==> src/rtl/bvs_pkg.sv <==
// Purpose: shared constants and types of the buck setpoint register bank
// Assumes: register indices are the printed byte offsets of the serial map
// Notes:   codes are seven bits wide; bit 7 of a setpoint always reads zero
package bvs_pkg;

    // ------------------------------------------------------------
    // register map
    // ------------------------------------------------------------
    localparam logic [7:0] BVS_IDX_BUCK1   = 8'h00;
    localparam logic [7:0] BVS_IDX_BUCK2   = 8'h01;
    localparam logic [7:0] BVS_IDX_SYSCTL  = 8'h05;
    localparam logic [7:0] BVS_UNMAPPED_RD = 8'h00;

    // ------------------------------------------------------------
    // fields and reset values
    // ------------------------------------------------------------
    localparam int         BVS_CODE_W      = 7;
    localparam int         BVS_NUM_BUCK    = 2;
    localparam logic [6:0] BVS_CODE_RST    = 7'h10;
    localparam int         BVS_SRC_BIT     = 6;
    localparam logic       BVS_SRC_RST     = 1'b0;

    // ------------------------------------------------------------
    // serial link
    // ------------------------------------------------------------
    localparam logic [6:0] BVS_SLAVE_ADDR  = 7'h68;   // 1101000
    localparam logic [3:0] BVS_BYTE_BITS   = 4'h8;

    // write strobe with its data for one setpoint
    typedef struct packed {
        logic       en;
        logic [6:0] data;
    } bvs_wr_t;

    // serial engine states, one-hot
    typedef enum logic [8:0] {
        BVS_IDLE  = 9'h001,
        BVS_ADDR  = 9'h002,
        BVS_AACK  = 9'h004,
        BVS_REG   = 9'h008,
        BVS_RACK  = 9'h010,
        BVS_WDATA = 9'h020,
        BVS_WACK  = 9'h040,
        BVS_TX    = 9'h080,
        BVS_MACK  = 9'h100
    } bvs_state_t;

endpackage : bvs_pkg

==> src/rtl/bvs_regs.sv <==
// Purpose: serial slave holding both buck setpoints and the control source bit
// Assumes: scl_i and sda_i are already synchronous to clk and debounced
// Notes:   pointer auto-increments after every data byte, read or write
//
// Function
// - Every register returns to its default at start-up.
// - Index 0x00 is the first converter setpoint and 0x01 the second.
// - After power-up each converter runs on its fused code, not its register.
// - On the externally adjusted variant the register never alters the output.
// - Bits 6 to 0 of each setpoint are a code the host can write and read back.
// - Each code resets to 0x10.
// - Code 00 means 0.825 V rising in even steps to 6F at 3.600 V.
// - Bit 6 of the system control register picks fuse (0) or register (1), reset 0.
// - Registers are reached over a serial slave at address 1101000, up to 400 kb/s.
`timescale 1ns/1ps
module bvs_regs
    import bvs_pkg::*;
(
    input  wire logic                     clk,           // 250 MHz clock
    input  wire logic                     nrst,          // async reset, active low
    input  wire logic                     scl_i,         // serial clock level
    input  wire logic                     sda_i,         // serial data level
    output logic                          sda_o,         // data drive value, always low
    output logic                          sda_oe,        // high while pulling data low
    input  wire logic                     adj_variant,   // externally adjusted part
    input  wire logic [1:0][6:0]          fuse_code,     // factory codes per converter
    output logic      [1:0][6:0]          applied_code,  // codes the converters use
    output logic                          src_reg        // register control selected
);
    import bvs_pkg::*;

    bvs_state_t       state_q;
    bvs_state_t       state_d;
    logic             scl_q;
    logic             sda_q;
    logic [3:0]       cnt_q;
    logic [3:0]       cnt_d;
    logic [7:0]       shift_q;
    logic [7:0]       shift_d;
    logic [7:0]       tx_q;
    logic [7:0]       tx_d;
    logic [7:0]       ptr_q;
    logic [7:0]       ptr_d;
    logic             rw_q;
    logic             rw_d;
    logic             oe_q;
    logic             oe_d;
    logic             mnack_q;
    logic             mnack_d;
    logic             src_q;
    logic             src_d;
    logic             start;
    logic             stop;
    logic             rise;
    logic             fall;
    logic             wr_fire;
    logic [7:0]       rd_byte;
    logic [1:0][6:0]  code;
    bvs_wr_t          wr [BVS_NUM_BUCK];

    // ------------------------------------------------------------
    // bus conditions
    // ------------------------------------------------------------
    // data moving while the clock is high marks start and stop
    assign start = scl_q && scl_i && sda_q && !sda_i;
    assign stop  = scl_q && scl_i && !sda_q && sda_i;
    assign rise  = !scl_q && scl_i;
    assign fall  = scl_q && !scl_i;

    // ------------------------------------------------------------
    // read mux
    // ------------------------------------------------------------
    // unmapped indices read as zero; reserved bits are zero
    always_comb begin
        unique case (ptr_q)
            BVS_IDX_BUCK1:  rd_byte = {1'b0, code[0]};
            BVS_IDX_BUCK2:  rd_byte = {1'b0, code[1]};
            BVS_IDX_SYSCTL: rd_byte = {1'b0, src_q, 6'h00};
            default:        rd_byte = BVS_UNMAPPED_RD;
        endcase
    end

    // ------------------------------------------------------------
    // write strobes
    // ------------------------------------------------------------
    // a data byte is committed at the falling edge after its eighth bit
    assign wr_fire = (state_q == BVS_WDATA) && fall && (cnt_q == BVS_BYTE_BITS) && !start && !stop;

    genvar g;
    generate
        for (g = 0; g < BVS_NUM_BUCK; g++) begin : g_buck
            // index of converter g is its number in the map
            assign wr[g].en   = wr_fire && (ptr_q == 8'(g));
            assign wr[g].data = shift_q[6:0];

            bvs_setpoint u_setpoint (
                .clk          (clk),
                .nrst         (nrst),
                .wr           (wr[g]),
                .src_reg      (src_q),
                .adj_variant  (adj_variant),
                .fuse_code    (fuse_code[g]),
                .code         (code[g]),
                .applied_code (applied_code[g])
            );
        end
    endgenerate

    // ------------------------------------------------------------
    // serial engine
    // ------------------------------------------------------------
    // open drain: a one is sent by releasing, never by driving high
    always_comb begin
        state_d = state_q;
        cnt_d   = cnt_q;
        shift_d = shift_q;
        tx_d    = tx_q;
        ptr_d   = ptr_q;
        rw_d    = rw_q;
        oe_d    = oe_q;
        mnack_d = mnack_q;
        src_d   = src_q;
        if (start) begin
            state_d = BVS_ADDR;
            cnt_d   = 4'h0;
            oe_d    = 1'b0;
        end else if (stop) begin
            state_d = BVS_IDLE;
            oe_d    = 1'b0;
        end else begin
            unique case (state_q)
                BVS_IDLE: begin
                    oe_d = 1'b0;
                end
                BVS_ADDR, BVS_REG, BVS_WDATA: begin
                    if (rise) begin
                        shift_d = {shift_q[6:0], sda_i};
                        cnt_d   = cnt_q + 4'h1;
                    end else if (fall && cnt_q == BVS_BYTE_BITS) begin
                        cnt_d = 4'h0;
                        if (state_q == BVS_ADDR) begin
                            // foreign addresses are ignored until the next start
                            if (shift_q[7:1] == BVS_SLAVE_ADDR) begin
                                rw_d    = shift_q[0];
                                oe_d    = 1'b1;
                                state_d = BVS_AACK;
                            end else begin
                                state_d = BVS_IDLE;
                            end
                        end else if (state_q == BVS_REG) begin
                            ptr_d   = shift_q;
                            oe_d    = 1'b1;
                            state_d = BVS_RACK;
                        end else begin
                            if (ptr_q == BVS_IDX_SYSCTL) begin
                                src_d = shift_q[BVS_SRC_BIT];
                            end
                            ptr_d   = ptr_q + 8'h01;
                            oe_d    = 1'b1;
                            state_d = BVS_WACK;
                        end
                    end
                end
                BVS_AACK: begin
                    if (fall) begin
                        if (rw_q) begin
                            // read without index resumes at the current pointer
                            oe_d    = !rd_byte[7];
                            tx_d    = {rd_byte[6:0], 1'b0};
                            ptr_d   = ptr_q + 8'h01;
                            state_d = BVS_TX;
                        end else begin
                            oe_d    = 1'b0;
                            state_d = BVS_REG;
                        end
                    end
                end
                BVS_RACK, BVS_WACK: begin
                    if (fall) begin
                        oe_d    = 1'b0;
                        state_d = BVS_WDATA;
                    end
                end
                BVS_TX: begin
                    if (rise) begin
                        cnt_d = cnt_q + 4'h1;
                    end else if (fall) begin
                        if (cnt_q == BVS_BYTE_BITS) begin
                            cnt_d   = 4'h0;
                            oe_d    = 1'b0;
                            state_d = BVS_MACK;
                        end else begin
                            oe_d = !tx_q[7];
                            tx_d = {tx_q[6:0], 1'b0};
                        end
                    end
                end
                BVS_MACK: begin
                    if (rise) begin
                        mnack_d = sda_i;
                    end else if (fall) begin
                        if (!mnack_q) begin
                            oe_d    = !rd_byte[7];
                            tx_d    = {rd_byte[6:0], 1'b0};
                            ptr_d   = ptr_q + 8'h01;
                            state_d = BVS_TX;
                        end else begin
                            state_d = BVS_IDLE;
                        end
                    end
                end
            endcase
        end
    end

    // registers of the engine; all defaults come back at start-up
    always_ff @(posedge clk or negedge nrst) begin
        if (!nrst) begin
            state_q <= BVS_IDLE;
            scl_q   <= 1'b1;
            sda_q   <= 1'b1;
            cnt_q   <= 4'h0;
            shift_q <= 8'h00;
            tx_q    <= 8'h00;
            ptr_q   <= 8'h00;
            rw_q    <= 1'b0;
            oe_q    <= 1'b0;
            mnack_q <= 1'b0;
            src_q   <= BVS_SRC_RST;
        end else begin
            state_q <= state_d;
            scl_q   <= scl_i;
            sda_q   <= sda_i;
            cnt_q   <= cnt_d;
            shift_q <= shift_d;
            tx_q    <= tx_d;
            ptr_q   <= ptr_d;
            rw_q    <= rw_d;
            oe_q    <= oe_d;
            mnack_q <= mnack_d;
            src_q   <= src_d;
        end
    end

    assign sda_o   = 1'b0;  // constant; the line only ever pulls low
    assign sda_oe  = oe_q;
    assign src_reg = src_q;

endmodule : bvs_regs

==> src/rtl/bvs_setpoint.sv <==
// Purpose: one converter's setpoint register and applied-code selection
// Assumes: fuse code and variant strap are static after reset
// Notes:   applied code lags the register by one clock
`timescale 1ns/1ps
module bvs_setpoint
    import bvs_pkg::*;
(
    input  wire logic                  clk,          // system clock
    input  wire logic                  nrst,         // async reset, active low
    input  wire bvs_pkg::bvs_wr_t      wr,           // write strobe and code
    input  wire logic                  src_reg,      // register control selected
    input  wire logic                  adj_variant,  // externally adjusted part
    input  wire logic [6:0]            fuse_code,    // factory code
    output logic      [6:0]            code,         // register readback
    output logic      [6:0]            applied_code  // code the converter uses
);
    logic [6:0] code_q;
    logic [6:0] code_d;
    logic [6:0] appl_q;
    logic [6:0] appl_d;

    // ------------------------------------------------------------
    // next values
    // ------------------------------------------------------------
    // register follows writes; fuse code wins unless software took over on a standard part
    always_comb begin
        code_d = wr.en ? wr.data : code_q;
        appl_d = (src_reg && !adj_variant) ? code_q : fuse_code;
    end

    // ------------------------------------------------------------
    // state
    // ------------------------------------------------------------
    always_ff @(posedge clk or negedge nrst) begin
        if (!nrst) begin
            code_q <= BVS_CODE_RST;
            appl_q <= 7'h00;
        end else begin
            code_q <= code_d;
            appl_q <= appl_d;
        end
    end

    assign code         = code_q;
    assign applied_code = appl_q;

endmodule : bvs_setpoint

==> config.mk <==
export PLATFORM = sky130hd
export DESIGN_NAME = bvs_regs
export DESIGN_NICKNAME = d
export VERILOG_FILES = /design/src/rtl/bvs_pkg.sv /design/src/rtl/bvs_regs.sv /design/src/rtl/bvs_setpoint.sv
export SDC_FILE = /design/constraint.sdc
export NUM_CORES = 1
export LEC_CHECK = 0
export BUFFER_PORTS_ARGS = -buffer_cell sky130_fd_sc_hd__buf_4
export CAP_MARGIN = 20
export CORE_MARGIN = 4
export CORE_UTILIZATION = 34
export DETAILED_ROUTE_END_ITERATION = 6
export HOLD_SLACK_MARGIN = 0.12
export SYNTH_ARGS = -nofsm -noshare
export SYNTH_HDL_FRONTEND = slang
export SYNTH_SLANG_ARGS = --single-unit
==> constraint.sdc <==
create_clock -name clk -period 5.2 [get_ports clk]
set_input_delay 0.52 -clock clk [delete_from_list [all_inputs] [get_ports clk]]
set_output_delay 0.52 -clock clk [all_outputs]
set_load 0.02 [all_outputs]
==> results of run 1 <==
worst max-delay path by stage:
| stage | end |
|---|---|
| 6_report | state_q[8]$_DFFE_PN0P_ |
| 2_1_floorplan | g_buck[1].u_setpoint.code[0]$_DFFE_PN0P_ |
| 4_1_cts | state_q[8]$_DFFE_PN0P_ |
| 5_1_grt | ptr_q[7]$_DFFE_PN0P_ |
| 3_3_place_gp | state_q[6]$_DFFE_PN0P_ |
| 3_5_place_dp | state_q[5]$_DFFE_PN0P_ |
area by class of cell:
class,instances,area share
sequential,70,0.417
tap,136,0.0404
clock inverter,6,0.0107
multi-input combinational,245,0.425
clock buffer,10,0.0327
timing repair buffer,35,0.0632
inverter,12,0.0107
report_power, final:
part	switching, mW	leakage [nW]	total, mW	internal, mW
sequential	0.0846	0.875	0.680	0.596
combinational	0.211	0.947	0.387	0.175
clock	0.221	0.0853	0.409	0.188
total	0.517	1.91	1.48	0.959
metal layers:
layer | GRT usage | vias up | wire, um
met1 | 0.175 | 1327 | 3730
met4 | 0.0441 | 0 | 117
met2 | 0.211 | 47 | 3850
li1 | - | 1293 | -
met5 | 0 | - | 0
met3 | 0.0377 | 8 | 338
worst reg2reg max path, delay by kind of cell (launching register included):
kind               cells  cell delay, ns
and+or+nand+nor        2            0.65
AOI/OAI and AO/OA      2            0.91
DFF                    1            0.57
muxes                  1            0.37
cell families (layout without fill, tap and decap cells):
logic type	after synthesis	after routing	share of synthesized area
compound gates	77	77	0.133
xor+xnor	6	6	0.0142
fa+ha+maj	5	5	0.0169
buf+inv	30	63	0.0409
flops	70	70	0.475
mux	47	47	0.150
other cells	1	1	0.00101
simple gates	109	109	0.169
through the flow:
| stage | cells | total power, mW | worst slack, ns |
|---|---|---|---|
| final | 514 | 1.48 | 2.59 |
| after floorplan | 345 | 0.985 | 3.07 |
| after global routing | 514 | 1.56 | 2.45 |
| after CTS | 513 | 1.49 | 2.63 |
| after global placement | 497 | 1.06 | 2.63 |
| after detailed placement | 497 | 1.07 | 2.60 |
Yosys cell counts, drive strengths merged, types with 3 or more instances:
cell,count,area (sq um)
nor2b,4,25.0
o21ai,29,145
nor2,18,77.6
nand2,34,130
and2,5,31.3
nand2b,5,31.3
nand3,11,60.1
o31ai,6,45.0
nor3,6,52.6
ha,5,62.6
xor2,5,43.8
a21oi,17,85.1
nor4,4,40.0
clkbuf,6,22.5
a22oi,3,22.5
inv,12,45.0
dfrtp,65,1630
nand4,3,18.8
a221o,5,50.1
a21o,3,22.5
dfstp,5,131
buf,12,83.8
nor3b,3,22.5
mux2,46,544
==> summary.md, run 1 <==
| Metric | Value |
|---|---|
| Clock latency on the worst-skew pair | 0.36 ns |
| # rows | 37 |
| Post-cts resize count | 0 |
| Reg2Reg Capture Point | state_q[8]$_DFFE_PN0P_ |
| PortBufs | 34 |
| Post-route cell area | 0.00421 sq mm |
| Finish-stage setup viols | 0 |
| Min Tclk post-route | 2.61 ns |
| Max-slew violations | 0 |
| Crit path required time | 5.44 ns |
| Number of library cell types mapped by synthesis | 62 |
| I/O pin count | 36 |
| Die X | 112 um |
| Post-synth EDFFs | 0 |
| ANT nets after route | 0 |
| Register area | 0.00176 sq mm |
| Fill count | 1,007 |
| First-pass GRT wire length | 13.5 mm |
| Multi-input gate area | 0.00179 sq mm |
| Final Wtd Congestion | 0.895 |
| Final core occ | 0.403 |
| GRT Util Overall | 0.133 |
| Crit start category | flop |
| Power Density | 350 mW/mm^2 |
| CTS root buf | clkbuf_8 |
| Fin Setup TNS | 0 ns |
| Max-capacitance violation count | 0 |
| Maximum VDD drop | 0.123 mV |
| CP max stage delay | 0.57 ns |
| Static Leakage | 1.91 nW |
| Worst Path Buf+Inv | 0 |
| R2R Setup Slk | 2.59 ns |
| Vias in the first global route | 2,620 |
| Critical path arrival | 2.85 ns |
| Clk sink count | 70 |
| Num CTS Buffers | 9 |
| Core area | 0.0105 sq mm |
| Clock transition at the registers of the reported paths | 0.08 ns |
| Router iterations before antenna repair | 4 |
| Crit-path slowest cell | dfrtp_1 |
| Mapped Cells | 345 |
| Hold slack | 0.256 ns |
| WL final | 8.04 mm |
| Fin nets | 397 |
| Worst slew margin | 0.414 |
| Post-DR wirelength/cell | 15.6 um |
| Final clock skew | 0.0114 ns |
| CTS Buffer Depth | 2 |
| Max FO, Critical Path | 15 |
| Routed via count | 2,675 |
| Critical-path cell list | nor3_1, o2111ai_1, nor2b_1, a211o_1, mux2_4 |
| Syn nets | 369 |
| Initial Util | 0.354 |
| Status | completed |
| Top cell family by delay on the critical path | compound AO/OA/AOI/OAI gates |
| Area grow syn2layout | 13.9% |
| Yosys reg bits | 70 |
| RSZ-0062 raised after global routing | false |
| Reg2reg path depth | 5 |
| Number of antenna violations at the first check in global routing | 0 |
| Share of post-route cells with drive strength above 1 | 0.304 |
| Hold Buf Count CTS | 0 |
| Final Cycle Share | 0.502 |
| Stages on the worst setup path | 5 |
| Mapped Area | 0.00370 sq mm |
| WS Path Type | flop to flop |
| F_max | 0.383 GHz |
| Pin count of the biggest net entering global routing | 71 |
| Sequential-to-total area share from yosys stat | 0.475 |
| Instance area after placement | 0.00402 sq mm |
| Most frequent cells in the layout | 65 x dfrtp_1, 39 x mux2_2, 34 x buf_4 |
| Final hold viol count | 0 |
| Setup bufs post-CTS | 0 |
| Grt total ovfl | 0 |
| Inserted Diodes | 0 |
| RR Startpoint | state_q[8]$_DFFE_PN0P_ |
| Yosys warnings | 0 |
| Worst hold path class | input port to asynchronous set/reset pin |
| Die area | 0.0126 sq mm |
| Die H | 112 um |
| CTS tree | done |
| Commonest non-fill, non-tap cell in the layout | dfrtp_1 |
| Iteration-0 DRC Markers | 151 |
| Post-DP HPWL | 5.79 mm |
| H-tree Lvls | 3 |
| CP Capture Type | flop |
| Syn avg cell area | 10.7 sq um |
| Via/cell ratio | 5.20 |
| DRC viols | 0 |
| Worst Tran Pin Value | 0.879 ns |
| Main synth FF type | dfrtp_1 |
| Ys async rst share | 1.00 |
| CP Launch Point | state_q[8]$_DFFE_PN0P_ |
(Power assumes the default switching activity.)
==> run 2: changes to the inputs <==
==> constraint.sdc (replaced) <==
create_clock -name clk -period 2.22 [get_ports clk]
set_input_delay 0.222 -clock clk [delete_from_list [all_inputs] [get_ports clk]]
set_output_delay 0.222 -clock clk [all_outputs]
set_load 0.02 [all_outputs]
==> run 2 against run 1 <==
Cell area increased by 17%. Routed wire length grew 11%. Die area stayed put. Register-to-register slack got worse by 2.6 ns. Clock power rose to 2.7 times the previous value. Total power grew to 2.8 times the previous value. Largest cell class unchanged.
==> summary.md, run 2 (synthesis gave the netlist of run 1 again) <==
| Metric | Value |
|---|---|
| Status | completed |
| Min Tclk post-route | 2.19 ns |
| CTS tree | done |
| Clock power frac | 0.275 |
| RSZ-0062 raised after global routing | true |
| Vias in the first global route | 3,034 |
| Critical-path cell list | or2_1, a2111oi_2, a211oi_1, o32ai_2, a211o_4, mux2_4 |
| Net switching power | 1.31 mW |
| First-pass GRT wire length | 14.9 mm |
| Max-slew violations | 0 |
| Router iterations before antenna repair | 4 |
| Inserted Diodes | 0 |
| # rows | 37 |
| Max FO, Critical Path | 6 |
| CTS Buffer Depth | 2 |
| ANT nets after route | 0 |
| Clk sink count | 70 |
| WL final | 8.96 mm |
| Crit start category | flop |
| Worst hold path cell count | 4 |
| CTS root buf | clkbuf_8 |
| Gate power share | 0.347 |
| PortBufs | 34 |
| Post-DP HPWL | 6.20 mm |
| Commonest non-fill, non-tap cell in the layout | buf_4 |
| Grt total ovfl | 0 |
| GRT Util Overall | 0.144 |
| Worst slew margin | 0.406 |
| Share of post-route cells with drive strength above 1 | 0.411 |
| Final Cycle Share | 0.986 |
| Initial Util | 0.354 |
| Die area | 0.0126 sq mm |
| Pin count of the biggest net entering global routing | 71 |
| Final clock skew | 0.00510 ns |
| Max-capacitance violation count | 0 |
| Most frequent cells in the layout | 75 x buf_4, 62 x dfrtp_1, 39 x mux2_2 |
| Worst Tran Pin Value | 0.890 ns |
| Cells after DPL | 532 |
| Post-DR wirelength/cell | 15.5 um |
| Area grow syn2layout | 33.0% |
| Power Density | 831 mW/mm^2 |
| Reg2reg path depth | 6 |
| Die H | 112 um |
| Clock transition at the registers of the reported paths | 0.07 ns |
| DRC viols | 0 |
| WS Path Type | flop to flop |
| Num CTS Buffers | 9 |
| Switching fraction of total power | 0.321 |
| Flop pwr share | 0.378 |
| CP Capture Type | flop |
| CP max stage delay | 0.45 ns |
| Internal power | 2.78 mW |
| I/O pin count | 36 |
| Via/cell ratio | 5.09 |
| Number of antenna violations at the first check in global routing | 0 |
| Crit path required time | 2.45 ns |
| Worst hold path class | input port to flop |
| F_max | 0.457 GHz |
| Fin nets | 462 |
| Static Leakage | 2.26 nW |
| Core area | 0.0105 sq mm |
| Die X | 112 um |
| Clock latency on the worst-skew pair | 0.34 ns |
| Total Power | 4.09 mW |
| Final Wtd Congestion | 0.847 |
| Final hold viol count | 0 |
| Layout Cells excl Fill | 579 |
| Iteration-0 DRC Markers | 120 |
| Maximum VDD drop | 0.393 mV |
| Crit-path slowest cell | dfrtp_2 |
| H-tree Lvls | 3 |
| Routed via count | 2,950 |
| Critical path arrival | 2.42 ns |
| Finish-stage setup viols | 0 |
## run 2: cell count changes in the layout (fill, tap and decap cells not counted), moves of 3 or more
cell           change
buf_12             +3
buf_4             +41
dfrtp_1            -3
dfrtp_2            +3
dlygate4sd3_1     +17
## run 2: repair_timing
item                                    CTS  global route
gates resized for setup                   5            25
hold endpoints to repair                 81             0
endpoints found under the setup margin   16            26
hold buffers                             17             0
gates cloned                              0             2
buffers inserted                          2            10
pin swaps                                 1            11
## run 2: per-stage QoR
stage / utilization / setup slack [ns] / TNS [ns] / hold slack [ns] / cell area (sq um)
after floorplan: - / 0.0869 / 0 / -0.0736 / 3700
after global placement: 0.412 / -0.135 / -1.51 / 0.377 / 4310
after detailed placement: 0.412 / -0.155 / -1.53 / 0.378 / 4310
after CTS: 0.453 / 0.0198 / 0 / 0.350 / 4740
after global routing: 0.470 / -0.0761 / -0.498 / 0.402 / 4920
final: 0.470 / 0.0310 / 0 / 0.380 / 4920
## run 2: area by class of cell
class | count | area [sq um]
Tap cell | 136 | 170
Fill cell | 992 | 5540
Multi-Input combinational cell | 246 | 1900
Clock buffer | 11 | 131
Timing Repair Buffer | 99 | 832
Inverter | 12 | 45.0
Clock inverter | 5 | 83.8
Sequential cell | 70 | 1760
## run 2: power groups by stage
stage	logic [mW]	clock network, mW	registers (mW)
after global placement	1.16	0	1.56
after CTS	1.24	1.16	1.54
after global routing	1.53	1.21	1.56
after detailed placement	1.17	0	1.56
after floorplan	0.787	0	1.52
final	1.42	1.12	1.55
## run 2: worst max-delay path: cells and delay by family (launching register included)
| family | cells | cell delay [ns] |
|---|---|---|
| compound gates | 4 | 1.05 |
| flops | 1 | 0.45 |
| mux | 1 | 0.31 |
| simple gates | 1 | 0.26 |
## run 2: routing by layer
metal	global-route usage	up-vias	share of wire
met4	0.0473	0	0.012
met1	0.194	1458	0.47
met3	0.0264	9	0.028
met5	0	-	0
met2	0.234	51	0.49
li1	-	1432	-
## run 2: worst paths after layout
kind / from / endpoint / slack [ns]
worst max-delay path: state_q[7]$_DFFE_PN0P_ / state_q[4]$_DFFE_PN0P_ / 0.03
worst min-delay path: scl_i / state_q[1]$_DFFE_PN0P_ / 0.38
worst max register to register: state_q[7]$_DFFE_PN0P_ / state_q[4]$_DFFE_PN0P_ / 0.03
worst min register to register: tx_q[5]$_DFFE_PN0P_ / tx_q[5]$_DFFE_PN0P_ / 0.48
max in group asynchronous: nrst / state_q[7]$_DFFE_PN0P_ / 1.02
min in group asynchronous: nrst / g_buck[1].u_setpoint.code[0]$_DFFE_PN0P_ / 0.55
==> run 3: changes to the inputs <==
--- a/config.mk
+++ b/config.mk
@@ -8,9 +8,10 @@
 export BUFFER_PORTS_ARGS = -buffer_cell sky130_fd_sc_hd__buf_4
 export CAP_MARGIN = 20
 export CORE_MARGIN = 4
-export CORE_UTILIZATION = 34
+export CORE_UTILIZATION = 50
 export DETAILED_ROUTE_END_ITERATION = 6
 export HOLD_SLACK_MARGIN = 0.12
+export PLACE_DENSITY = 0.72
 export SYNTH_ARGS = -nofsm -noshare
 export SYNTH_HDL_FRONTEND = slang
 export SYNTH_SLANG_ARGS = --single-unit
==> run 3 against run 2 <==
The run now ends with negative setup slack left. Cell area down 2.5%. First-iteration DRC count up 54%. Worst hold slack worse by 0.21 ns. Sequential power about the same. Clock skew up 0.0045 ns. Setup slack worse by 0.059 ns. Register-to-register slack worse by 0.06 ns. Die area down 30%. Flip-flop and latch count unchanged. Total power down 0.48%. Cell count down 8.1%. Critical path type unchanged.
==> summary.md, run 3 (synthesis gave the netlist of run 1 again) <==
| Metric | Value |
|---|---|
| Inserted Diodes | 0 |
| CP Capture Type | flop |
| Fill count | 561 |
| Crit path required time | 2.45 ns |
| Die H | 94.0 um |
| I/O pin count | 36 |
| WL final | 8.79 mm |
| Num CTS Buffers | 9 |
| Final Wtd Congestion | 0.896 |
| Status | finished with violations |
| Multi-input gate area | 0.00189 sq mm |
| Final Cycle Share | 1.01 |
| Die X | 94.0 um |
| Commonest non-fill, non-tap cell in the layout | buf_4 |
| Initial Util | 0.513 |
| Via/cell ratio | 5.58 |
| Pin count of the biggest net entering global routing | 71 |
| Flop pwr share | 0.381 |
| Gate power share | 0.335 |
| Worst Tran Pin Value | 0.885 ns |
| DRC viols | 0 |
| GRT Util Overall | 0.204 |
| Max FO, Critical Path | 5 |
| Min Tclk post-route | 2.25 ns |
| CTS Buffer Depth | 2 |
| Post-DR wirelength/cell | 16.5 um |
| Failing checks | negative setup slack |
| Clock transition at the registers of the reported paths | 0.08 ns |
| Worst slew margin | 0.410 |
| Total Power | 4.07 mW |
| Switching fraction of total power | 0.322 |
| Die area | 0.00884 sq mm |
| ANT nets after route | 0 |
| # rows | 31 |
| Area grow syn2layout | 29.7% |
| Final setup margin | -0.0281 ns |
| Final clock skew | 0.00959 ns |
| CTS tree | done |
| Crit start category | flop |
| Power Density | 848 mW/mm^2 |
| Routed via count | 2,970 |
| F_max | 0.445 GHz |
| Critical path arrival | 2.48 ns |
| Vias in the first global route | 2,919 |
| Finish-stage setup viols | 6 |
| H-tree Lvls | 3 |
| Grt total ovfl | 0 |
| Clk sink count | 70 |
| Fin Setup TNS | -0.0598 ns |
| Net switching power | 1.31 mW |
| Final hold viol count | 0 |
| Clock power frac | 0.284 |
| CTS root buf | clkbuf_8 |
| Iteration-0 DRC Markers | 185 |
| Share of post-route cells with drive strength above 1 | 0.383 |
| Number of antenna violations at the first check in global routing | 0 |
| Max-slew violations | 0 |
| Maximum VDD drop | 0.425 mV |
| Worst hold path class | input port to flop |
| First-pass GRT wire length | 14.1 mm |
| Router iterations before antenna repair | 4 |
| Most frequent cells in the layout | 66 x buf_4, 63 x dfrtp_1, 39 x mux2_2 |
| Post-DP HPWL | 5.83 mm |
| Max-capacitance violation count | 0 |
| Clock latency on the worst-skew pair | 0.34 ns |
| Static Leakage | 2.22 nW |
| WS Path Type | flop to flop |
| Fin nets | 452 |
| PortBufs | 34 |
| Register area | 0.00176 sq mm |
| Internal power | 2.76 mW |
| Core area | 0.00721 sq mm |
[run 3: power by group through the flow]
stage / clock network [mW] / registers [mW] / logic [mW]
finish: 1.16 / 1.55 / 1.36
CTS: 1.18 / 1.54 / 1.18
global placement: 0 / 1.56 / 1.12
detailed placement: 0 / 1.57 / 1.13
floorplan: 0 / 1.52 / 0.787
global route: 1.24 / 1.57 / 1.46
[run 3: what timing repair did]
action,CTS,global route
resized for setup,6,16
pin swaps,2,9
hold buffers,17,0
cloned,0,1
setup endpoints to repair,22,30
endpoints found under the hold margin,81,0
setup buffers,4,7
[run 3: worst paths after layout]
check | from | to | slack, ns | depth (start not counted)
hold / removal | sda_i | shift_q[0]$_DFFE_PN0P_ | 0.17 | 3
setup / recovery | state_q[5]$_DFFE_PN0P_ | state_q[6]$_DFFE_PN0P_ | -0.03 | 6
max in group asynchronous | nrst | state_q[4]$_DFFE_PN0P_ | 1.06 | 2
min in group asynchronous | nrst | g_buck[1].u_setpoint.applied_code[2]$_DFF_PN0_ | 0.55 | 2
setup reg to reg | state_q[5]$_DFFE_PN0P_ | state_q[6]$_DFFE_PN0P_ | -0.03 | 6
hold reg to reg | tx_q[4]$_DFFE_PN0P_ | tx_q[4]$_DFFE_PN0P_ | 0.48 | 2
[run 3: worst max-delay path: stages, from the launching register on]
cell and delay, ns:
dfrtp_1 0.42, or2_1 0.29, a2111oi_2 0.41, a211oi_1 0.11, o32ai_2 0.35, a211o_2 0.24, mux2_4 0.31
[run 3: area by class of cell]
type | instances | share of cell area
multi-input combinational | 246 | 0.393
timing repair buffer | 89 | 0.158
tap | 99 | 0.0258
clock inverter | 5 | 0.0175
sequential | 70 | 0.367
inverter | 12 | 0.00938
clock buffer | 11 | 0.0295
[run 3: through the flow]
stage | hold slack (ns) | cells | worst slack (ns) | util | instance area [sq um]
2_1_floorplan | -0.0736 | 345 | 0.0869 | - | 3700
3_3_place_gp | 0.379 | 487 | -0.0663 | 0.584 | 4210
3_5_place_dp | 0.379 | 487 | -0.0893 | 0.584 | 4210
4_1_cts | 0.159 | 524 | 0.00480 | 0.647 | 4670
5_1_grt | 0.170 | 532 | -0.115 | 0.665 | 4800
6_report | 0.172 | 532 | -0.0281 | 0.665 | 4800
[run 3: per-layer routing]
layer  wire [um]  track usage  vias to the layer above
met5           0            0                        -
met4         175       0.0734                        0
met3         301       0.0288                       15
met2        4370        0.325                       60
met1        3940        0.283                     1485
li1            -            -                     1410
